File: config.mk
export PLATFORM = sky130hd
export DESIGN_NAME = sdtc_top
export DESIGN_NICKNAME = d
export VERILOG_FILES = /design/src/design/sdtc_pkg.sv /design/src/design/sdtc_sys_decode.sv /design/src/design/sdtc_top.sv
export SDC_FILE = /design/constraint.sdc
export NUM_CORES = 1
export LEC_CHECK = 0
export ABC_CLOCK_PERIOD_IN_PS = 5240
export BUFFER_PORTS_ARGS = -buffer_cell sky130_fd_sc_hd__buf_2
export CAP_MARGIN = 10
export CELL_PAD_IN_SITES_DETAIL_PLACEMENT = 0
export CELL_PAD_IN_SITES_GLOBAL_PLACEMENT = 1
export CORE_UTILIZATION = 50
export CTS_BUF_LIST = sky130_fd_sc_hd__clkbuf_16
export DETAILED_ROUTE_END_ITERATION = 10
export PLACE_DENSITY = 0.92
export SYNTH_ARGS = -nofsm -noshare
export SYNTH_HDL_FRONTEND = slang
export SYNTH_SLANG_ARGS = --single-unit
File: constraint.sdc
create_clock -name hclk -period 5.24 [get_ports hclk]
set_input_delay 0.786 -clock hclk [delete_from_list [all_inputs] [get_ports hclk]]
set_output_delay 0.786 -clock hclk [all_outputs]
set_load 0.1 [all_outputs]
File: src/design/sdtc_pkg.sv
/*
 * sdtc_pkg: constants, field layouts and types for the segment descriptor type checker.
 * Assumes a 32-bit AHB-Lite register bus and the upper descriptor dword held as one register.
 */
package sdtc_pkg;

    // ------------------------------------------------------------
    // register byte offsets
    // ------------------------------------------------------------
    localparam logic [7:0] OFS_CTRL = 8'h00;
    localparam logic [7:0] OFS_DESC_LO = 8'h04;
    localparam logic [7:0] OFS_DESC_HI = 8'h08;
    localparam logic [7:0] OFS_OFFSET = 8'h0C;
    localparam logic [7:0] OFS_CMD = 8'h10;
    localparam logic [7:0] OFS_STATUS = 8'h14;
    localparam logic [2:0] HSIZE_WORD = 3'h2;

    // ------------------------------------------------------------
    // upper descriptor dword layout
    // ------------------------------------------------------------
    localparam int TYPE_LSB = 8;
    localparam int TYPE_W = 4;
    localparam int S_BIT = 12;
    localparam int DPL_LSB = 13;
    localparam int P_BIT = 15;
    localparam int LIM_HI_LSB = 16;
    localparam int LIM_HI_W = 4;
    localparam int LIM_LO_W = 16;
    localparam int B_BIT = 22;
    localparam int G_BIT = 23;
    localparam logic [31:0] ACC_MASK = 32'h0000_0100;
    // bit positions inside the type field
    localparam int TB_ACC = 0;
    localparam int TB_WR_RD = 1;
    localparam int TB_EC = 2;
    localparam int TB_CODE = 3;

    // ------------------------------------------------------------
    // limit arithmetic
    // ------------------------------------------------------------
    localparam logic [11:0] LIM_PAGE_FILL = 12'hFFF;
    localparam logic [11:0] LIM_BYTE_FILL = 12'h000;
    localparam logic [31:0] UPPER_BIG = 32'hFFFF_FFFF;
    localparam logic [31:0] UPPER_SMALL = 32'h0000_FFFF;

    // ------------------------------------------------------------
    // system type codes
    // ------------------------------------------------------------
    localparam logic [3:0] SYS_UPPER = 4'h0;
    localparam logic [3:0] SYS_TSS16_AVL = 4'h1;
    localparam logic [3:0] SYS_LDT = 4'h2;
    localparam logic [3:0] SYS_TSS16_BSY = 4'h3;
    localparam logic [3:0] SYS_CALL16 = 4'h4;
    localparam logic [3:0] SYS_TASK = 4'h5;
    localparam logic [3:0] SYS_INT16 = 4'h6;
    localparam logic [3:0] SYS_TRAP16 = 4'h7;
    localparam logic [3:0] SYS_TSS_AVL = 4'h9;
    localparam logic [3:0] SYS_TSS_BSY = 4'hB;
    localparam logic [3:0] SYS_CALL = 4'hC;
    localparam logic [3:0] SYS_INT = 4'hE;
    localparam logic [3:0] SYS_TRAP = 4'hF;
    localparam logic [1:0] GW_16 = 2'h0;
    localparam logic [1:0] GW_32 = 2'h1;
    localparam logic [1:0] GW_64 = 2'h2;
    localparam logic [1:0] CLS_DATA = 2'h0;
    localparam logic [1:0] CLS_CODE = 2'h1;
    localparam logic [1:0] CLS_SYS = 2'h2;

    // ------------------------------------------------------------
    // types
    // ------------------------------------------------------------
    typedef enum logic [3:0] {
        SK_NONE, SK_UPPER_HALF, SK_LDT, SK_TSS_AVAIL, SK_TSS_BUSY,
        SK_CALL_GATE, SK_INT_GATE, SK_TRAP_GATE, SK_TASK_GATE, SK_RESERVED
    } sdtc_sys_kind_t;

    typedef enum logic [2:0] {
        OP_LOAD_SS, OP_LOAD_DATA, OP_LOAD_SYS, OP_XFER_DIRECT, OP_XFER_GATE, OP_READ, OP_WRITE, OP_BAD
    } sdtc_op_t;

    typedef enum logic {ST_IDLE, ST_CHECK} sdtc_state_t;

    typedef struct packed {
        logic [26:0] rsvd;
        logic desc_mem_wr;
        logic prot;
        logic ext64;
        logic [1:0] cpl;
    } sdtc_ctrl_t;

    typedef struct packed {
        sdtc_sys_kind_t kind;
        logic reserved;
        logic sixteen_byte;
        logic code_ptr;
        logic tss_sel;
        logic [1:0] gate_width;
    } sdtc_sys_dec_t;

    typedef struct packed {
        logic [10:0] rsvd;
        logic [1:0] gate_width;
        sdtc_sys_kind_t kind;
        logic writable;
        logic readable;
        logic tss_sel;
        logic code_ptr;
        logic sys16;
        logic sys_rsvd;
        logic acc_set;
        logic [1:0] new_cpl;
        logic [1:0] cls;
        logic np;
        logic gp;
        logic done;
        logic busy;
    } sdtc_status_t;

endpackage

File: src/design/sdtc_sys_decode.sv
/*
 * sdtc_sys_decode: registered decode of a system descriptor type code.
 * Assumes the type field and mode bits are stable for a cycle before the result is used.
 */
`timescale 1ns/1ps
module sdtc_sys_decode (
    // clock and reset
    input wire logic hclk,
    input wire logic hresetn,
    // descriptor and wide-mode bit
    input wire logic [3:0] type_code,
    input wire logic s_flag,
    input wire logic ext64,
    // result
    output sdtc_pkg::sdtc_sys_dec_t dec_reg
);
    import sdtc_pkg::*;

    sdtc_sys_dec_t dec_next;

    // ------------------------------------------------------------
    // decode
    // ------------------------------------------------------------
    always_comb begin
        dec_next = '0;
        dec_next.kind = SK_RESERVED;
        dec_next.reserved = 1'b1;
        if (s_flag) begin
            dec_next = '0;
            dec_next.kind = SK_NONE;
        end else if (ext64) begin
            // RULE_17 wide-mode system types
            dec_next.sixteen_byte = 1'b1;
            dec_next.gate_width = GW_64;
            dec_next.reserved = 1'b0;
            case (type_code)
                SYS_UPPER: dec_next.kind = SK_UPPER_HALF;
                SYS_LDT: dec_next.kind = SK_LDT;
                SYS_TSS_AVL: dec_next.kind = SK_TSS_AVAIL;
                SYS_TSS_BSY: dec_next.kind = SK_TSS_BUSY;
                SYS_CALL: dec_next.kind = SK_CALL_GATE;
                SYS_INT: dec_next.kind = SK_INT_GATE;
                SYS_TRAP: dec_next.kind = SK_TRAP_GATE;
                default: begin
                    dec_next.kind = SK_RESERVED;
                    dec_next.reserved = 1'b1;
                end
            endcase
        end else begin
            // RULE_15 RULE_16 legacy system types
            dec_next.reserved = 1'b0;
            dec_next.gate_width = type_code[TB_CODE] ? GW_32 : GW_16;
            case (type_code)
                SYS_TSS16_AVL, SYS_TSS_AVL: dec_next.kind = SK_TSS_AVAIL;
                SYS_TSS16_BSY, SYS_TSS_BSY: dec_next.kind = SK_TSS_BUSY;
                SYS_LDT: dec_next.kind = SK_LDT;
                SYS_CALL16, SYS_CALL: dec_next.kind = SK_CALL_GATE;
                SYS_INT16, SYS_INT: dec_next.kind = SK_INT_GATE;
                SYS_TRAP16, SYS_TRAP: dec_next.kind = SK_TRAP_GATE;
                SYS_TASK: dec_next.kind = SK_TASK_GATE;
                default: begin
                    dec_next.kind = SK_RESERVED;
                    dec_next.reserved = 1'b1;
                end
            endcase
        end
        // RULE_18 what a gate points at
        dec_next.code_ptr = (dec_next.kind == SK_CALL_GATE) || (dec_next.kind == SK_INT_GATE) ||
                            (dec_next.kind == SK_TRAP_GATE);
        dec_next.tss_sel = (dec_next.kind == SK_TASK_GATE);
    end

    always_ff @(posedge hclk or negedge hresetn) begin
        if (!hresetn) begin
            dec_reg <= '0;
        end else begin
            dec_reg <= dec_next;
        end
    end

endmodule // sdtc_sys_decode

File: src/design/sdtc_top.sv
/*
 * sdtc_top: segment descriptor type checker with an AHB-Lite register slave.
 * Assumes a single AHB-Lite master issuing whole-word single transfers; zero wait states.
 */
// The register addresses and the AHB-Lite slave port were decided locally.
`timescale 1ns/1ps
// Overview of operation
// RULE_01: descriptor flag set means application type; type bit 11 picks data or code.
// RULE_02: data type bits 8,9,10 are accessed, write-enable, expand-down.
// RULE_03: data write-enable clear is read-only, set is read/write.
// RULE_04: loading the stack register with non-writable data raises protection fault.
// RULE_05: successful loads set accessed bit when descriptor memory is writable; stays set.
// RULE_06: code type bits 8,9,10 are accessed, read-enable, conforming.
// RULE_07: code read-enable clear is execute-only, set is execute/read.
// RULE_08: execute/read code may be read as data.
// RULE_09: in protected mode writes to code always fault.
// RULE_10: entering more-privileged conforming code keeps the current privilege level.
// RULE_11: direct transfer to nonconforming code at another level faults unless gated.
// RULE_12: calls or jumps into less-privileged code always fault.
// RULE_13: data is nonconforming: less-privileged access faults, more-privileged access allowed.
// RULE_14: software should pre-set accessed bits in descriptors held in read-only memory.
// RULE_15: descriptor flag clear means system descriptor: table, task state or gate.
// RULE_16: legacy mode system type codes decoded, with codes 0, 8, 10, 13 reserved.
// RULE_17: wide mode system descriptors are 16 bytes with their own type codes.
// RULE_18: call, interrupt, trap gates hold code pointers; task gates hold task selectors.
// RULE_19: expand-up segments fault when offset exceeds the limit.
// RULE_20: expand-down segments fault below the limit; big flag picks the upper bound.
// RULE_21: loading a descriptor whose present flag is clear raises not-present fault.
// RULE_22: reserved system type codes raise protection fault.
module sdtc_top (
    // clock and reset
    input wire logic hclk,
    input wire logic hresetn,
    // ahb-lite slave
    input wire logic hsel,
    input wire logic [31:0] haddr,
    input wire logic [1:0] htrans,
    input wire logic hwrite,
    input wire logic [2:0] hsize,
    input wire logic [31:0] hwdata,
    input wire logic hready,
    output logic hreadyout,
    output logic [31:0] hrdata,
    output logic hresp
);
    import sdtc_pkg::*;

    // ------------------------------------------------------------
    // state
    // ------------------------------------------------------------
    logic wr_pend_reg, wr_pend_next;
    logic [7:0] wr_addr_reg, wr_addr_next;
    logic [31:0] hrdata_next;
    sdtc_ctrl_t ctrl_reg, ctrl_next;
    logic [31:0] desc_lo_reg, desc_lo_next;
    logic [31:0] desc_hi_reg, desc_hi_next;
    logic [31:0] offset_reg, offset_next;
    sdtc_op_t op_reg, op_next;
    sdtc_status_t status_reg, status_next;
    sdtc_state_t state_reg, state_next;
    sdtc_sys_dec_t sys_dec;

    // ------------------------------------------------------------
    // descriptor fields
    // ------------------------------------------------------------
    logic [3:0] ty;
    logic is_app, is_code, is_data, dat_wr, expand_dn, code_rd, conforming, present;
    logic [1:0] dpl, cpl;
    logic [19:0] lim20;
    logic [31:0] eff_lim, upper;
    logic lim_fault, is_load, in_chk;
    logic gp_next, np_next, acc_set;
    logic [1:0] new_cpl;
    logic addr_ok, wr_hit;

    assign ty = desc_hi_reg[TYPE_LSB +: TYPE_W];
    assign is_app = desc_hi_reg[S_BIT];
    // RULE_01 data or code selection
    assign is_code = is_app & ty[TB_CODE];
    assign is_data = is_app & ~ty[TB_CODE];
    // RULE_02 RULE_03 data flags
    assign dat_wr = is_data & ty[TB_WR_RD];
    assign expand_dn = is_data & ty[TB_EC];
    // RULE_06 RULE_07 code flags
    assign code_rd = is_code & ty[TB_WR_RD];
    assign conforming = is_code & ty[TB_EC];
    assign present = desc_hi_reg[P_BIT];
    assign dpl = desc_hi_reg[DPL_LSB +: 2];
    assign cpl = ctrl_reg.cpl;
    assign lim20 = {desc_hi_reg[LIM_HI_LSB +: LIM_HI_W], desc_lo_reg[LIM_LO_W-1:0]};
    assign eff_lim = desc_hi_reg[G_BIT] ? {lim20, LIM_PAGE_FILL} : {LIM_BYTE_FILL, lim20};
    assign upper = desc_hi_reg[B_BIT] ? UPPER_BIG : UPPER_SMALL;
    // RULE_19 RULE_20 limit test
    assign lim_fault = expand_dn ? ((offset_reg < eff_lim) || (offset_reg > upper)) : (offset_reg > eff_lim);
    assign is_load = (op_reg != OP_READ) && (op_reg != OP_WRITE);
    assign in_chk = (state_reg == ST_CHECK);

    sdtc_sys_decode u_sys_decode (
        .hclk(hclk),
        .hresetn(hresetn),
        .type_code(ty),
        .s_flag(is_app),
        .ext64(ctrl_reg.ext64),
        .dec_reg(sys_dec)
    );

    // ------------------------------------------------------------
    // protection checks
    // ------------------------------------------------------------
    always_comb begin
        gp_next = 1'b0;
        new_cpl = cpl;
        case (op_reg)
            // RULE_04 stack must be writable data
            OP_LOAD_SS: gp_next = !dat_wr || (cpl > dpl);
            // RULE_08 readable code may sit in a data register
            OP_LOAD_DATA: gp_next = !is_app || (is_code && !code_rd) || (is_data && (cpl > dpl));
            // RULE_22 reserved system types refused
            OP_LOAD_SYS: gp_next = is_app || sys_dec.reserved;
            // RULE_11 RULE_12 direct transfers
            OP_XFER_DIRECT: gp_next = !is_code || (conforming ? (dpl > cpl) : (dpl != cpl));
            OP_XFER_GATE: begin
                gp_next = !is_code || (dpl > cpl);
                // RULE_10 conforming keeps level
                new_cpl = conforming ? cpl : dpl;
            end
            // RULE_13 data privilege
            OP_READ: gp_next = !is_app || (is_code && !code_rd) || (is_data && (cpl > dpl)) || lim_fault;
            // RULE_09 code never written in protected mode
            OP_WRITE: gp_next = !is_app || (is_code && ctrl_reg.prot) || (is_data && (!dat_wr || (cpl > dpl))) ||
                                lim_fault;
            default: gp_next = 1'b1;
        endcase
        // RULE_22 reserved code on any system reference
        if (!is_app && sys_dec.reserved) begin
            gp_next = 1'b1;
        end
        // RULE_21 present checked after type
        np_next = is_load && !present && !gp_next;
        // RULE_05 only writable descriptor memory is updated
        acc_set = in_chk && is_load && is_app && !gp_next && !np_next && ctrl_reg.desc_mem_wr;
    end

    // ------------------------------------------------------------
    // ahb-lite slave
    // ------------------------------------------------------------
    assign addr_ok = hsel && hready && htrans[1];

    always_comb begin
        wr_pend_next = addr_ok && hwrite && (hsize == HSIZE_WORD);
        wr_addr_next = addr_ok ? haddr[7:0] : wr_addr_reg;
        hrdata_next = '0;
        if (addr_ok && !hwrite) begin
            case (haddr[7:0])
                OFS_CTRL: hrdata_next = ctrl_reg;
                OFS_DESC_LO: hrdata_next = desc_lo_reg;
                OFS_DESC_HI: hrdata_next = desc_hi_reg;
                OFS_OFFSET: hrdata_next = offset_reg;
                OFS_CMD: hrdata_next = {29'h0000_0000, op_reg};
                OFS_STATUS: hrdata_next = status_reg;
                default: hrdata_next = '0;
            endcase
        end
    end

    // ------------------------------------------------------------
    // registers and sequencer
    // ------------------------------------------------------------
    always_comb begin
        wr_hit = 1'b0;
        ctrl_next = ctrl_reg;
        desc_lo_next = desc_lo_reg;
        desc_hi_next = desc_hi_reg;
        offset_next = offset_reg;
        op_next = op_reg;
        state_next = state_reg;
        status_next = status_reg;
        if (wr_pend_reg) begin
            case (wr_addr_reg)
                OFS_CTRL: begin
                    ctrl_next = hwdata;
                    ctrl_next.rsvd = '0;
                end
                OFS_DESC_LO: desc_lo_next = hwdata;
                OFS_DESC_HI: desc_hi_next = hwdata;
                OFS_OFFSET: offset_next = hwdata;
                OFS_CMD: wr_hit = (state_reg == ST_IDLE);
                default: wr_hit = 1'b0;
            endcase
        end
        // RULE_05 set beats a same-cycle software clear
        if (acc_set) begin
            desc_hi_next = desc_hi_next | ACC_MASK;
        end
        case (state_reg)
            ST_IDLE: begin
                if (wr_hit) begin
                    // commands while busy are dropped; the check takes one cycle
                    op_next = sdtc_op_t'(hwdata[2:0]);
                    status_next = '0;
                    status_next.busy = 1'b1;
                    state_next = ST_CHECK;
                end
            end
            ST_CHECK: begin
                status_next = '0;
                status_next.done = 1'b1;
                status_next.gp = gp_next;
                status_next.np = np_next;
                status_next.new_cpl = new_cpl;
                status_next.cls = !is_app ? CLS_SYS : (is_code ? CLS_CODE : CLS_DATA);
                status_next.acc_set = acc_set;
                status_next.sys_rsvd = sys_dec.reserved;
                status_next.sys16 = sys_dec.sixteen_byte;
                status_next.code_ptr = sys_dec.code_ptr;
                status_next.tss_sel = sys_dec.tss_sel;
                status_next.readable = is_data || code_rd;
                status_next.writable = dat_wr;
                status_next.kind = sys_dec.kind;
                status_next.gate_width = sys_dec.gate_width;
                state_next = ST_IDLE;
            end
            default: state_next = ST_IDLE;
        endcase
    end

    always_ff @(posedge hclk or negedge hresetn) begin
        if (!hresetn) begin
            wr_pend_reg <= 1'b0;
            wr_addr_reg <= '0;
            hrdata <= '0;
            hreadyout <= 1'b0;
            hresp <= 1'b0;
            ctrl_reg <= '0;
            desc_lo_reg <= '0;
            desc_hi_reg <= '0;
            offset_reg <= '0;
            op_reg <= OP_LOAD_SS;
            status_reg <= '0;
            state_reg <= ST_IDLE;
        end else begin
            wr_pend_reg <= wr_pend_next;
            wr_addr_reg <= wr_addr_next;
            hrdata <= hrdata_next;
            hreadyout <= 1'b1;
            hresp <= 1'b0;
            ctrl_reg <= ctrl_next;
            desc_lo_reg <= desc_lo_next;
            desc_hi_reg <= desc_hi_next;
            offset_reg <= offset_next;
            op_reg <= op_next;
            status_reg <= status_next;
            state_reg <= state_next;
        end
    end

    // ------------------------------------------------------------
    // assertions
    // ------------------------------------------------------------
    property p_ss_nonwritable;
        @(posedge hclk) disable iff (!hresetn) in_chk && (op_reg == OP_LOAD_SS) && !dat_wr |=> status_reg.gp;
    endproperty
    a_ss_nonwritable: assert property (p_ss_nonwritable) else $error("stack load of non-writable data passed"); // RULE_04

    property p_acc_set;
        @(posedge hclk) disable iff (!hresetn)
            in_chk && is_load && is_app && !gp_next && !np_next && ctrl_reg.desc_mem_wr
            |=> desc_hi_reg[TYPE_LSB + TB_ACC] && status_reg.acc_set;
    endproperty
    a_acc_set: assert property (p_acc_set) else $error("accessed bit not set on load"); // RULE_05

    property p_acc_rom;
        @(posedge hclk) disable iff (!hresetn) in_chk && !ctrl_reg.desc_mem_wr |=> !status_reg.acc_set;
    endproperty
    a_acc_rom: assert property (p_acc_rom) else $error("accessed bit written to read-only memory"); // RULE_05

    property p_code_write;
        @(posedge hclk) disable iff (!hresetn)
            in_chk && (op_reg == OP_WRITE) && is_code && ctrl_reg.prot |=> status_reg.gp && status_reg.done;
    endproperty
    a_code_write: assert property (p_code_write) else $error("write to code segment allowed"); // RULE_09

    property p_conf_cpl;
        @(posedge hclk) disable iff (!hresetn)
            in_chk && (op_reg == OP_XFER_GATE) && conforming |=> status_reg.new_cpl == $past(ctrl_reg.cpl);
    endproperty
    a_conf_cpl: assert property (p_conf_cpl) else $error("conforming entry changed level"); // RULE_10

    property p_nonconf;
        @(posedge hclk) disable iff (!hresetn)
            in_chk && (op_reg == OP_XFER_DIRECT) && is_code && !conforming && (dpl != cpl) |=> status_reg.gp;
    endproperty
    a_nonconf: assert property (p_nonconf) else $error("direct nonconforming transfer allowed"); // RULE_11

    property p_less_priv;
        @(posedge hclk) disable iff (!hresetn)
            in_chk && ((op_reg == OP_XFER_DIRECT) || (op_reg == OP_XFER_GATE)) && (dpl > cpl) |=> status_reg.gp;
    endproperty
    a_less_priv: assert property (p_less_priv) else $error("transfer to less privileged code allowed"); // RULE_12

    property p_data_priv;
        @(posedge hclk) disable iff (!hresetn)
            in_chk && (op_reg == OP_READ) && is_data && (cpl > dpl) |=> status_reg.gp;
    endproperty
    a_data_priv: assert property (p_data_priv) else $error("less privileged data read allowed"); // RULE_13

    property p_not_present;
        @(posedge hclk) disable iff (!hresetn)
            in_chk && (op_reg == OP_LOAD_DATA) && is_data && (cpl <= dpl) && !present |=> status_reg.np && !status_reg.gp;
    endproperty
    a_not_present: assert property (p_not_present) else $error("absent segment loaded"); // RULE_21

    property p_sys_rsvd;
        @(posedge hclk) disable iff (!hresetn) in_chk && !is_app && sys_dec.reserved |=> status_reg.gp;
    endproperty
    a_sys_rsvd: assert property (p_sys_rsvd) else $error("reserved system type accepted"); // RULE_22

    property p_cmd_flow;
        @(posedge hclk) disable iff (!hresetn)
            (state_reg == ST_IDLE) && wr_pend_reg && (wr_addr_reg == OFS_CMD) |=> status_reg.busy ##1 status_reg.done;
    endproperty
    a_cmd_flow: assert property (p_cmd_flow) else $error("command did not complete in two cycles");

    c_gate_raise: cover property (@(posedge hclk) disable iff (!hresetn)
        in_chk && (op_reg == OP_XFER_GATE) && !conforming && (dpl < cpl) && present);
    c_np: cover property (@(posedge hclk) disable iff (!hresetn) in_chk ##1 status_reg.np);
    c_expand_dn: cover property (@(posedge hclk) disable iff (!hresetn) in_chk && expand_dn && lim_fault);
    c_ss_ok: cover property (@(posedge hclk) disable iff (!hresetn) in_chk && (op_reg == OP_LOAD_SS) && acc_set);

endmodule // sdtc_top

==> run summary <==
STATUS
----------------------------------------------------------------------------------------------------
Outcome                                                                                 finished clean

TIMING
----------------------------------------------------------------------------------------------------
Post-route clock skew                                                                     0.00921 ns
Number of pins with negative max-slew slack in the final report                                    0
Total Negative Setup Slacks                                                                     0 ns
Fraction of the cycle the final worst path needs                                               0.538
Slew HR                                                                                        0.209
Setup repair after global routing missed its margin                                            false
Maximum clock rate                                                                           354 MHz
Setup violation total in the final timing report                                                   0
WHS                                                                                         0.354 ns
Final hold vios                                                                                    0
Actual slew at the worst max-slew pin                                                        1.18 ns
Clock period minus worst slack                                                               2.82 ns

GLOBAL ROUTE
----------------------------------------------------------------------------------------------------
Total global-route track usage                                                                 0.248
First-pass GRT wire length                                                                 34,400 um
Number of antenna violations at the first check in global routing                                  0
Vias in the first global route                                                                 6,592
Aggregate global routing overflow                                                                  0
Pin count of the biggest net entering global routing                                              97

CTS
----------------------------------------------------------------------------------------------------
Depth of the CTS H-tree                                                                            4
Root cell of the clock tree                                                                clkbuf_16
Clock insertion delay at the later pin of the skew report                                    0.44 ns
Num Clock Sinks                                                                                  176
Inserted Clock Buffers                                                                            17
Clock-pin slew reported for the worst setup and hold paths after clock tree synthesis        0.07 ns
Clock tree from TritonCTS                                                                       done
Max Buffers Root-to-Sink                                                                           2
Number of hold buffers added after CTS                                                             0
Post-CTS Setup Bufs                                                                                0
Number of gates resized after cts                                                                  0

WORST SETUP PATH
----------------------------------------------------------------------------------------------------
Max FO, Critical Path                                                                             29
Critical Path Source Type                                                                       flop
Crit path kind                                                                               reg2reg
Worst R2R Path Depth                                                                               9
Element type at the critical path end                                                           flop
Required time of the critical path                                                           5.55 ns
Endpoint arrival time on the critical path                                                   3.13 ns

DIE
----------------------------------------------------------------------------------------------------
Core area                                                                                17,300 um^2
Die X-Extent                                                                                  135 um
Initial core utilization                                                                       0.513
I/O pin total                                                                                    108
Die Height                                                                                    135 um
Full die area                                                                            18,300 um^2
Row count                                                                                         48

YOSYS
----------------------------------------------------------------------------------------------------
Synthesized area per cell                                                                  11.1 um^2
Post-synthesis cell type with the largest combined area                                      dfrtp_1
Total of warnings raised by yosys                                                                  0
Number of enable-type register cells in the synthesized netlist                                    0
Share of async-settable or async-resettable flops after synthesis                               1.00
Synth top area share                                                                           0.497
Netlist area before placement                                                              8870 um^2
FF+latch count, synth                                                                            176
Net count after synthesis                                                                        922
Fraction of the yosys area taken by sequential cells                                           0.497
Cell count after synthesis                                                                       798
Count of distinct cell types in the synthesized netlist                                           57
Most instantiated flip-flop cell in the synthesis netlist                                    dfrtp_1
Largest cells by area after synthesis                                                   dfrtp_1 (50%), mux2_2 (13%), ha_1 (7.1%)

POWER
----------------------------------------------------------------------------------------------------
Net switching power of the design                                                           0.691 mW
Static power due to leakage                                                                  4.61 nW
Comb power frac                                                                                0.060
Switch share                                                                                   0.246
Power density over the cells                                                             281 nW/um^2
Part of the total power dissipated in sequential elements                                      0.507
Clock Power Share                                                                              0.433
Worst-case vdd ir drop                                                                    0.000228 V
Internal Dissipation                                                                         2.12 mW

PLACED DESIGN
----------------------------------------------------------------------------------------------------
Routability Congestion                                                                         0.876
Number of buffers added on ports                                                                  81
Estimated wirelength of the detail-placed design                                           14,200 um
Cell area reported after detailed placement                                                9440 um^2

DETAILED ROUTING
----------------------------------------------------------------------------------------------------
Via-to-Cell Ratio                                                                               5.90
Total DRC errors in the routed layout                                                              0
Violation count after the first detailed-route iteration                                         378
Via total after detailed routing                                                               6,488
Post-route ant nets                                                                                0
Average wire per standard cell                                                               19.2 um
1st-pass router iterations                                                                         7
Detailed Route WL                                                                          21,200 um

LAYOUT
----------------------------------------------------------------------------------------------------
Commonest non-fill, non-tap cell in the layout                                               dfrtp_1
FILL cells                                                                                     1,506
Final cell area excluding filler cells                                                    10000 um^2
Area overhead of the layout relative to synthesis                                              12.8%
Layout cell share with drive strength beyond 1                                                 0.269
Leading cell types in the layout, fill and taps excluded                                dfrtp_1 (176), mux2_2 (106), buf_2 (80)
Final Net Count                                                                                  986
Antenna diode count                                                                                0

HOLD PATH
----------------------------------------------------------------------------------------------------
Hold WC Path Type                                                                           in2async

JOB
----------------------------------------------------------------------------------------------------
Number of maximum-capacitance constraint violations                                                0

[synth_stat cells, types with 3 or more instances]
cell type and number:
o21ai_0 37, or4_1 3, a21oi_1 42, nand2_1 77, mux2_1 3, and4_1 4, ha_1 50, clkbuf_1 28
nor3b_1 3, and3_1 4, nand4_1 12, buf_2 5, buf_1 4, a221oi_1 19, a22oi_1 7, nand3_1 14
a21o_1 3, mux2i_1 38, dfrtp_1 176, or2_2 4, nor2_1 78, nand4b_1 3, mux2_2 106, nor3_1 7
inv_1 8, o211ai_1 5, nor4_1 3, a222oi_1 5, nor2b_1 8, buf_4 8, and2_1 3
[per-stage QoR]
step / cells / setup WS (ns) / utilization / power (mW)
global route: 1100 / 2.23 / 0.578 / 2.90
detailed placement: 1068 / 2.15 / 0.546 / 1.62
global placement: 1068 / 2.19 / 0.546 / 1.61
floorplan: 798 / 2.46 / - / 1.53
finish: 1100 / 2.42 / 0.578 / 2.81
CTS: 1100 / 2.42 / 0.578 / 2.82
[worst max-delay path, stage by stage, from the launching register on]
cell,delay (ns)
dfrtp_1,0.44
buf_4,0.37
mux2i_1,0.23
ha_1,0.28
a21oi_1,0.15
nand2_1,0.06
a21o_1,0.20
or4_1,0.54
a221oi_1,0.30
o211ai_1,0.12
[per-layer routing]
metal	vias to the layer above	track usage	routed length (um)	share of wire
li1	3023	-	-	-
met1	3266	0.322	9370	0.44
met2	165	0.414	10400	0.49
met3	34	0.0505	998	0.047
met4	0	0.0868	456	0.022
met5	-	0	0	0
[final cells by class]
cell class	count	area, um^2	share of cell area
flip-flops and latches	176	4400	0.441
repair buffers	90	492	0.0492
multi-input cells	568	4230	0.423
inverters	9	33.8	0.00338
clock buffers	17	425	0.0426
clock inverters	15	131	0.0131
well taps	225	282	0.0282
[logic make-up (layout without fill, tap and decap cells)]
logic type | count (synthesis) | in the layout | share of synthesized area
buffers and inverters | 54 | 131 | 0.0270
XOR/XNOR | 3 | 3 | 0.00296
AND/OR/NAND/NOR | 234 | 234 | 0.126
flip-flops | 176 | 176 | 0.497
adder cells (fa/ha/maj) | 51 | 51 | 0.0717
multiplexers | 147 | 147 | 0.181
AO/OA/AOI/OAI | 131 | 131 | 0.0934
other | 2 | 2 | 0.000847
[power groups by stage]
stage / Sequential (mW) / Combinational [mW] / Clock (mW)
finish: 1.42 / 0.168 / 1.22
global route: 1.43 / 0.190 / 1.29
CTS: 1.42 / 0.170 / 1.23
detailed placement: 1.45 / 0.168 / 0
global placement: 1.45 / 0.164 / 0
floorplan: 1.44 / 0.0923 / 0
[final timing paths]
path                                          from        endpoint  slack [ns]
max                                desc_hi_reg[23]   status_reg[2]        2.42
min                                        hresetn      hrdata[24]        0.35
max reg2reg                        desc_hi_reg[23]   status_reg[2]        2.42
min reg2reg                u_sys_decode.dec_reg[0]  status_reg[19]        0.46
max in group asynchronous                  hresetn   status_reg[3]        3.93
min in group hclk          u_sys_decode.dec_reg[0]  status_reg[19]        0.46
Note: power is estimated with default switching activity, not from simulation.
